File: src/hw/lrap_regs.vh
// Constants for the read-actual-parameters responder: frame codes, bus offsets, field bits.
// Assumes a frame-level LIN link layer outside that delivers identifiers and data bytes.
`ifndef LRAP_REGS_VH
`define LRAP_REGS_VH

// Frame identifiers as they arrive from the link layer.
`define LRAP_ID_MASTER_REQ 8'h3C
`define LRAP_ID_SLAVE_RESP 8'h7D

// Request byte contents.
`define LRAP_APP_CMD 8'h80
`define LRAP_CMD_PART1 7'h02
`define LRAP_CMD_PART2 7'h03
`define LRAP_FILLER 8'hFF
`define LRAP_CSUM_GOOD 8'hFF
`define LRAP_DATA_BYTES 4'h8

// Parameter memory: 12 bytes, colours then coefficients in response order.
`define LRAP_MEM_WORDS 12
`define LRAP_PART2_BASE 4'h6
`define LRAP_IDX_LAST 4'hB

// Avalon byte offsets of the parameter words (word n at 4*n) and of the extra words.
`define LRAP_OFS_PARAM_LAST 8'h2C
`define LRAP_OFS_CONTROL 8'h40
`define LRAP_OFS_STATUS 8'h44

// Control word fields.
`define LRAP_CTL_TRANSITION 0
`define LRAP_CTL_CAL_EN 1
`define LRAP_CTL_MOD_FREQ 2
`define LRAP_CTL_THERMAL 3
`define LRAP_CTL_GROUP_LSB 4
`define LRAP_CTL_NODE_LSB 8
`define LRAP_CTL_RESET 14'h0000

// Current level when no thermal reduction applies.
`define LRAP_LEVEL_FULL 4'hF

`endif

File: src/hw/lrap_param_mem.v
// Small parameter store: one write port, one read port with registered read data.
// Assumes both ports run on the same clock; a read and write of one word return the old value.
`timescale 1ns/1ps
`include "lrap_regs.vh"

module lrap_param_mem
(
  input wire clk,
  input wire we,
  input wire [3:0] waddr,
  input wire [7:0] wdata,
  input wire [3:0] raddr,
  output reg [7:0] rdata
);

  reg [7:0] mem [0:`LRAP_MEM_WORDS-1];

  // Plain register array; no reset, so software loads it before the master asks.
  always @(posedge clk)
  begin
    if (we)
      mem[waddr] <= wdata;
    rdata <= mem[raddr];
  end

endmodule // lrap_param_mem

File: src/hw/lrap_responder.v
// Overview of operation
// - Current parameters are reported over two separate request and response pairs.
// - Requests come in master-request frames; answers go in the next slave-response frame.
// - Third byte is 11 plus node address; act only on match; echo it first.
// - Classic checksum over data bytes ends every frame; received ones are verified.
// - Responses go out in frames with identifier 0x7D.
// - Diagonal coefficients in part one bytes 5-7; off-diagonal six in part two.
// - Part one byte eight bit 7 reports whether transitions are enabled.
// - Part two byte eight: calibration enable in bit 7, modulation frequency bit 6.
// - Part two byte eight: one in bit 5, thermal enable bit 4, group address low.
// - With thermal control on, current drops in fifteen 6.25 percent steps.
//
// Holds the read-actual-parameters responder with its Avalon-MM register slave.
// Assumes a frame-level link layer: header pulses, received bytes, and a tx byte handshake.
`timescale 1ns/1ps
`include "lrap_regs.vh"

module lrap_responder
(
  input wire sys_clk,
  input wire rstn,
  input wire [7:0] avs_address,
  input wire avs_read,
  input wire avs_write,
  input wire [31:0] avs_writedata,
  input wire [3:0] avs_byteenable,
  output reg [31:0] avs_readdata,
  output reg avs_waitrequest,
  input wire lin_hdr_valid,
  input wire [7:0] lin_hdr_id,
  input wire lin_rx_valid,
  input wire [7:0] lin_rx_byte,
  output reg lin_tx_valid,
  output reg [7:0] lin_tx_byte,
  input wire lin_tx_ready,
  input wire [3:0] thermal_reduction_level,
  output reg [3:0] led_current_level
);

  localparam ST_IDLE = 3'd0;
  localparam ST_RX = 3'd1;
  localparam ST_FETCH = 3'd2;
  localparam ST_LOAD = 3'd3;
  localparam ST_SEND = 3'd4;

  reg rst_meta;
  reg rst_sync;
  reg [2:0] state;
  reg [3:0] byte_idx;
  reg [7:0] sum;
  reg req_ok;
  reg req_part2;
  reg resp_pending;
  reg resp_part2;
  reg [13:0] control;
  reg av_stage;
  wire transition_enable;
  wire cal_en;
  wire modulation_frequency_select;
  wire thermal_current_limit_enable;
  wire [3:0] group_address;
  wire [5:0] node_address;
  wire [7:0] addr_byte;
  wire [3:0] resp_raddr;
  wire [3:0] av_index;
  wire av_param;
  wire av_free;
  wire mem_we;
  wire [3:0] mem_raddr;
  wire [7:0] mem_rdata;
  reg [7:0] next_tx_byte;
  reg next_req_ok;

  // Classic checksum step: add with the carry wrapped back into bit 0.
  function [7:0] csum_add;
    input [7:0] a;
    input [7:0] b;
    reg [8:0] s;
    begin
      s = {1'b0, a} + {1'b0, b};
      csum_add = s[7:0] + {7'h00, s[8]};
    end
  endfunction

  // Reset is released through two flops so every process leaves reset on the same edge.
  always @(posedge sys_clk or negedge rstn)
  begin
    if (!rstn)
    begin
      rst_meta <= 1'b0;
      rst_sync <= 1'b0;
    end
    else
    begin
      rst_meta <= 1'b1;
      rst_sync <= rst_meta;
    end
  end

  assign transition_enable = control[`LRAP_CTL_TRANSITION];
  assign cal_en = control[`LRAP_CTL_CAL_EN];
  assign modulation_frequency_select = control[`LRAP_CTL_MOD_FREQ];
  assign thermal_current_limit_enable = control[`LRAP_CTL_THERMAL];
  assign group_address = control[`LRAP_CTL_GROUP_LSB+3:`LRAP_CTL_GROUP_LSB];
  assign node_address = control[`LRAP_CTL_NODE_LSB+5:`LRAP_CTL_NODE_LSB];
  assign addr_byte = {2'b11, node_address};

  // Part two starts six words further on, so one counter walks both layouts.
  assign resp_raddr = (resp_part2 ? `LRAP_PART2_BASE : 4'h0) + byte_idx - 4'h1;
  assign av_index = avs_address[5:2];
  assign av_param = (avs_address <= `LRAP_OFS_PARAM_LAST) && (avs_address[1:0] == 2'b00);
  // The responder owns the read port while fetching; bus reads simply wait a cycle.
  assign av_free = (state != ST_FETCH);
  assign mem_raddr = av_free ? av_index : resp_raddr;
  assign mem_we = avs_write && avs_waitrequest && av_param && avs_byteenable[0];

  lrap_param_mem u_mem
  (
    .clk(sys_clk),
    .we(mem_we),
    .waddr(av_index),
    .wdata(avs_writedata[7:0]),
    .raddr(mem_raddr),
    .rdata(mem_rdata)
  );

  // Per-byte request check; the running verdict falls on the first wrong byte.
  always @*
  begin
    next_req_ok = req_ok;
    if (byte_idx == 4'h0)
      next_req_ok = (lin_rx_byte == `LRAP_APP_CMD);
    else if (byte_idx == 4'h1)
    begin
      next_req_ok = req_ok && lin_rx_byte[7] &&
        ((lin_rx_byte[6:0] == `LRAP_CMD_PART1) || (lin_rx_byte[6:0] == `LRAP_CMD_PART2));
    end
    else if (byte_idx == 4'h2)
      next_req_ok = req_ok && (lin_rx_byte == addr_byte);
    else if (byte_idx < `LRAP_DATA_BYTES)
      next_req_ok = req_ok && (lin_rx_byte == `LRAP_FILLER);
    else
      next_req_ok = req_ok && (csum_add(sum, lin_rx_byte) == `LRAP_CSUM_GOOD);
  end

  // Response byte selection: address echo, six stored bytes, flag byte, checksum.
  always @*
  begin
    if (byte_idx == 4'h0)
      next_tx_byte = addr_byte;
    else if (byte_idx < 4'h7)
      next_tx_byte = mem_rdata;
    else if (byte_idx == 4'h7 && !resp_part2)
      next_tx_byte = {transition_enable, 7'h7F};
    else if (byte_idx == 4'h7)
      next_tx_byte = {cal_en, modulation_frequency_select, 1'b1,
        thermal_current_limit_enable, group_address};
    else
      next_tx_byte = ~sum;
  end

  // Frame handler. A new header always wins, so a stale response never leaks out.
  always @(posedge sys_clk or negedge rst_sync)
  begin
    if (!rst_sync)
    begin
      state <= ST_IDLE;
      byte_idx <= 4'h0;
      sum <= 8'h00;
      req_ok <= 1'b0;
      req_part2 <= 1'b0;
      resp_pending <= 1'b0;
      resp_part2 <= 1'b0;
      lin_tx_valid <= 1'b0;
      lin_tx_byte <= 8'h00;
    end
    else if (lin_hdr_valid)
    begin
      lin_tx_valid <= 1'b0;
      byte_idx <= 4'h0;
      sum <= 8'h00;
      req_ok <= 1'b0;
      // Any header consumes the pending answer; only a 0x7D header uses it.
      resp_pending <= 1'b0;
      if (lin_hdr_id == `LRAP_ID_MASTER_REQ)
        state <= ST_RX;
      else if (lin_hdr_id == `LRAP_ID_SLAVE_RESP && resp_pending)
        state <= ST_FETCH;
      else
        state <= ST_IDLE;
    end
    else
    begin
      case (state)
        ST_RX:
        begin
          if (lin_rx_valid)
          begin
            req_ok <= next_req_ok;
            sum <= csum_add(sum, lin_rx_byte);
            byte_idx <= byte_idx + 4'h1;
            if (byte_idx == 4'h1)
              req_part2 <= (lin_rx_byte[6:0] == `LRAP_CMD_PART2);
            if (byte_idx == `LRAP_DATA_BYTES)
            begin
              // Only a fully valid request arms the next slave response.
              resp_pending <= next_req_ok;
              resp_part2 <= req_part2;
              byte_idx <= 4'h0;
              state <= ST_IDLE;
            end
          end
        end
        ST_FETCH:
          state <= ST_LOAD;
        ST_LOAD:
        begin
          lin_tx_byte <= next_tx_byte;
          lin_tx_valid <= 1'b1;
          state <= ST_SEND;
        end
        ST_SEND:
        begin
          if (lin_tx_ready)
          begin
            lin_tx_valid <= 1'b0;
            byte_idx <= byte_idx + 4'h1;
            if (byte_idx == `LRAP_DATA_BYTES)
              state <= ST_IDLE;
            else
            begin
              sum <= csum_add(sum, lin_tx_byte);
              state <= ST_FETCH;
            end
          end
        end
        default:
          state <= ST_IDLE;
      endcase
    end
  end

  // Avalon slave: writes and register reads answer one edge after being taken,
  // parameter reads one edge later because the memory read data is registered.
  always @(posedge sys_clk or negedge rst_sync)
  begin
    if (!rst_sync)
    begin
      avs_waitrequest <= 1'b1;
      avs_readdata <= 32'h00000000;
      av_stage <= 1'b0;
      control <= `LRAP_CTL_RESET;
    end
    else if (!avs_waitrequest)
      avs_waitrequest <= 1'b1;
    else if (av_stage)
    begin
      avs_readdata <= {24'h000000, mem_rdata};
      av_stage <= 1'b0;
      avs_waitrequest <= 1'b0;
    end
    else if (avs_write)
    begin
      if (avs_address == `LRAP_OFS_CONTROL)
      begin
        if (avs_byteenable[0])
          control[7:0] <= avs_writedata[7:0];
        if (avs_byteenable[1])
          control[13:8] <= avs_writedata[13:8];
      end
      avs_waitrequest <= 1'b0;
    end
    else if (avs_read)
    begin
      if (av_param)
      begin
        if (av_free)
          av_stage <= 1'b1;
      end
      else if (avs_address == `LRAP_OFS_CONTROL)
      begin
        avs_readdata <= {18'h00000, control};
        avs_waitrequest <= 1'b0;
      end
      else if (avs_address == `LRAP_OFS_STATUS)
      begin
        avs_readdata <= {26'h0000000, resp_part2, resp_pending, thermal_reduction_level};
        avs_waitrequest <= 1'b0;
      end
      else
      begin
        avs_readdata <= 32'h00000000;
        avs_waitrequest <= 1'b0;
      end
    end
  end

  // Level 15 is full current; each step below it removes 6.25 percent of nominal.
  always @(posedge sys_clk or negedge rst_sync)
  begin
    if (!rst_sync)
      led_current_level <= `LRAP_LEVEL_FULL;
    else if (thermal_current_limit_enable)
      led_current_level <= thermal_reduction_level;
    else
      led_current_level <= `LRAP_LEVEL_FULL;
  end

endmodule // lrap_responder

File: config.mk
export PLATFORM = sky130hd
export DESIGN_NAME = lrap_responder
export DESIGN_NICKNAME = d
export VERILOG_FILES = /design/src/hw/lrap_param_mem.v /design/src/hw/lrap_responder.v
export VERILOG_INCLUDE_DIRS = /design/src /design/src/hw
export SDC_FILE = /design/constraint.sdc
export NUM_CORES = 1
export LEC_CHECK = 0
export ABC_AREA = 1
export BUFFER_PORTS_ARGS = -buffer_cell sky130_fd_sc_hd__buf_2
export CORE_ASPECT_RATIO = 1.25
export CORE_MARGIN = 2
export CORE_UTILIZATION = 25
export DETAILED_ROUTE_END_ITERATION = 8
export PLACE_DENSITY = 0.42
export RECOVER_POWER = 100
export SYNTH_ARGS = -nofsm -noshare
export SYNTH_HDL_FRONTEND = slang
export SYNTH_HIERARCHICAL = 1
export SYNTH_SLANG_ARGS = --single-unit
File: constraint.sdc
create_clock -name sys_clk -period 1.85 [get_ports sys_clk]
set_input_delay 0.2775 -clock sys_clk [delete_from_list [all_inputs] [get_ports sys_clk]]
set_output_delay 0.2775 -clock sys_clk [all_outputs]
set_load 0.01 [all_outputs]
==> results.yml <==
setup_path:
  crit_required_ns: 2.19
  critical_path_class: "reg2reg"
  worst_setup_path_end_kind: "register"
  critPathMaxFanout: 2
  crit_arrival_ns: 3.16
  start_kind: "register"
routing:
  viasPerCell: 4.33
  wl_um: 27500
  drt_iter0_drc: 299
  dr_total_vias: 7425
  drc: 0
  firstDrtPassIters: 4
  ant_nets: 0
  wl_per_cell_um: 16.0
global_route:
  grt_pass1_wl_um: 43400
  grt_pass1_vias: 7623
  grtUsageTotal_pct: 15.0
  antenna_found_initial: 0
  gr-total-overflow: 0
  grt_start_max_net_pins: 63
logic_synthesis:
  synth-edff-count: 96
  ys_types: 60
  seq_area_frac_synth_pct: 51.6
  synth_ff_type: "edfxtp_1"
  syn_avg_cell_area_sq_um: 8.96
  ys_warn_count: 6
  async_flop_share_pct: 38.1
  ys_seq_elements: 168
  synth_cells: 1005
  synth_area_sq_um: 9000
power_and_ir_drop:
  irDropWorstVdd_v: 0.000435
  switching_share_pct: 33.1
  power_frac_comb_pct: 34.2
  sequentialPowerShare_pct: 36.1
  power.density_nw_per_um2: 993
  leakagePower_nw: 5.37
  p_sw_w: 0.00398
  p_int_w: 0.00803
  power.share.clock_pct: 29.7
status:
  status: "finished with violations"
  violations: "max-capacitance violations, max-slew violations, negative setup slack"
clock_network:
  cts_root_buf: "clkbuf_16"
  cts_made_buffers: 17
  clock_sinks: 168
  path_clk_slew_ns: 0.07
  worstSkewPairLatency_ns: 0.44
  cts_tree: "yes"
  clk_path_buf_depth: 2
  h-tree-depth: 4
sta:
  final-setup-viol-count: 24
  finalSetupTns_ns: -10.68
  setup_slack_ns: -0.971
  final-hold-violation-count: 0
  slew_headroom_pct: -12.9
  skew_ns: 0.0135
  rsz0062_at_grt: "true"
  report.final.slew_viol_count: 63
  period_needed_ns: 2.82
  period_share_pct: 152
  tightest_slew_ns: 1.69
  fmax_mhz: 354
placed_design:
  place.gp.congestion: 0.828
  pre_cts_slack_ns: -0.982
  dp_hpwl_um: 21300
  port_buffers: 78
floorplanning:
  floorplan.rows: 77
  start_util_pct: 25.4
  ios: 117
  die_w_um: 174
  die_h_um: 216
  dieArea_sq_um: 37600
  core_region_area_sq_um: 35500
layout:
  fillers: 3839
  diodes: 0
  drive_above_1_share_pct: 29.5
  fin_nets: 1330
  area_growth_pct: 34.4
run:
  cap_violations: 1
min_path:
  hold_class: "in2reg"
-- what timing repair did --
| action | CTS | global route |
|---|---|---|
| buffers inserted | 7 | 6 |
| endpoints found under the hold margin | 2 | 0 |
| pin swaps | 21 | 32 |
| resized for setup | 66 | 52 |
| gates cloned | 1 | 0 |
| setup endpoints to repair | 22 | 125 |
| hold buffers | 1 | 0 |
-- logic make-up (layout without fill, tap and decap cells) --
group / count (synthesis) / count (layout) / share of synthesized area (%)
buffers and inverters: 189 / 409 / 9.84
flip-flops: 168 / 168 / 51.6
other: 2 / 19 / 0.0834
adder cells (fa/ha/maj): 30 / 30 / 4.42
AO/OA/AOI/OAI: 158 / 158 / 9.91
XOR/XNOR: 14 / 14 / 1.36
multiplexers: 6 / 6 / 0.903
AND/OR/NAND/NOR: 438 / 438 / 21.8
-- critical path: stages, from the launching register on --
cell,delay [ns]
dfrtp_1,0.40
buf_6,0.13
ha_4,0.15
fa_2,0.36
a21oi_2,0.12
o21bai_1,0.08
a21oi_1,0.15
o21bai_1,0.09
a21oi_1,0.15
o21bai_1,0.09
ha_2,0.22
ha_4,0.16
inv_2,0.05
nor3_2,0.04
inv_1,0.10
nor2_2,0.05
nand2_1,0.08
xnor2_1,0.11
nand2_1,0.06
nand3_1,0.06
nand2_1,0.05
-- layout make-up --
class                   instances  area, sq um  area share [%]
repair buffers                232         1560            12.9
flip-flops and latches        168         4650            38.4
inverters                     145          571            4.71
clock buffers                  21          473            3.91
well taps                     474          593            4.90
clock inverters                11          108           0.889
multi-input cells             665         4140            34.2
-- path summary, 6_finish.rpt --
check | startpoint | to | slack [ns] | cells after the start
setup / recovery | sum[0] | sum[6] | -0.97 | 20
hold / removal | thermal_reduction_level[3] | led_current_level[3] | 0.06 | 2
setup reg to reg | sum[0] | sum[6] | -0.97 | 20
hold reg to reg | rst_meta | rst_sync | 0.35 | 0
max in group asynchronous | rst_sync | control[2] | 0.04 | 1
min in group asynchronous | rstn | rst_meta | 0.16 | 2
-- power groups by stage --
stage / combinational (W) / clock (W) / sequential [W]
final: 0.00411 / 0.00357 / 0.00433
after global routing: 0.00458 / 0.00381 / 0.00435
after CTS: 0.00400 / 0.00367 / 0.00433
after detailed placement: 0.00365 / 0 / 0.00440
after global placement: 0.00367 / 0 / 0.00440
after floorplan: 0.00198 / 0 / 0.00443
-- cell usage in the layout, fill, tap and decap left out, types with 41 or more instances in the layout --
| cell | instances |
|---|---|
| a21oi_1 | 57 |
| dfrtp_1 | 58 |
| inv_1 | 122 |
| edfxtp_1 | 96 |
| nor2_1 | 66 |
| nand3_1 | 54 |
| nand2_1 | 209 |
| clkbuf_1 | 41 |
| buf_4 | 123 |
| buf_2 | 47 |
-- state kept, by name (all words and copies together) (netlist names), 3 cells and up --
signal,count
avs_readdata,14
byte_idx,4
control,14
led_current_level,4
lin_tx_byte,8
state,3
sum,8
u_mem/mem,96
u_mem/rdata,8
-- metal layers --
layer  up-vias  share of wire, %  track usage (%)
met5         -                 0                0
met4         0               2.3             4.45
met3        26               2.9             2.30
met2       144                53             27.9
met1      3513                42             17.8
li1       3742                 -                -
-- metrics by stage --
stage	instance area (sq um)	hold slack (ns)	std cells	total power [W]	util, %
finish	12100	0.0610	1716	0.0120	34.1
global route	12100	0.0460	1716	0.0127	34.1
CTS	12000	0.0466	1710	0.0120	33.8
detailed placement	11000	0.0655	1669	0.00806	31.0
global placement	11000	0.0653	1669	0.00807	31.0
floorplan	9250	-0.0181	1022	0.00640	-
-- cells in the mapped netlist (2+ instances only) --
master | number | area share [%]
o21a_1 | 4 | 0.33
clkbuf_1 | 5 | 0.21
o31ai_1 | 6 | 0.50
or2_2 | 5 | 0.35
o21ai_2 | 2 | 0.19
buf_4 | 25 | 2.1
nand3_2 | 6 | 0.67
buf_2 | 5 | 0.28
fa_1 | 3 | 0.67
conb_1 | 2 | 0.083
clkinv_1 | 2 | 0.083
nor2_2 | 7 | 0.49
nor3_1 | 12 | 0.67
a2bb2oi_1 | 3 | 0.29
nand2_1 | 224 | 9.3
nor2_4 | 3 | 0.38
nand4_1 | 9 | 0.63
ha_1 | 27 | 3.8
nor4_1 | 3 | 0.21
nor2_1 | 74 | 3.1
a21oi_1 | 61 | 3.4
dfrtp_1 | 59 | 16
xor2_1 | 10 | 0.97
o21ai_0 | 51 | 2.8
nand3_1 | 81 | 4.5
o32ai_1 | 2 | 0.19
nor3b_1 | 2 | 0.17
inv_2 | 7 | 0.29
xnor2_1 | 4 | 0.39
o22ai_1 | 3 | 0.21
buf_6 | 9 | 1.1
edfxtp_1 | 96 | 32
mux2_4 | 4 | 0.67
nand2_2 | 4 | 0.28
dfxtp_1 | 8 | 1.8
o21bai_1 | 5 | 0.42
inv_1 | 133 | 5.5
o21ai_1 | 10 | 0.56
dfstp_2 | 5 | 1.5
a22oi_1 | 4 | 0.33
(Power assumes the default switching activity.)
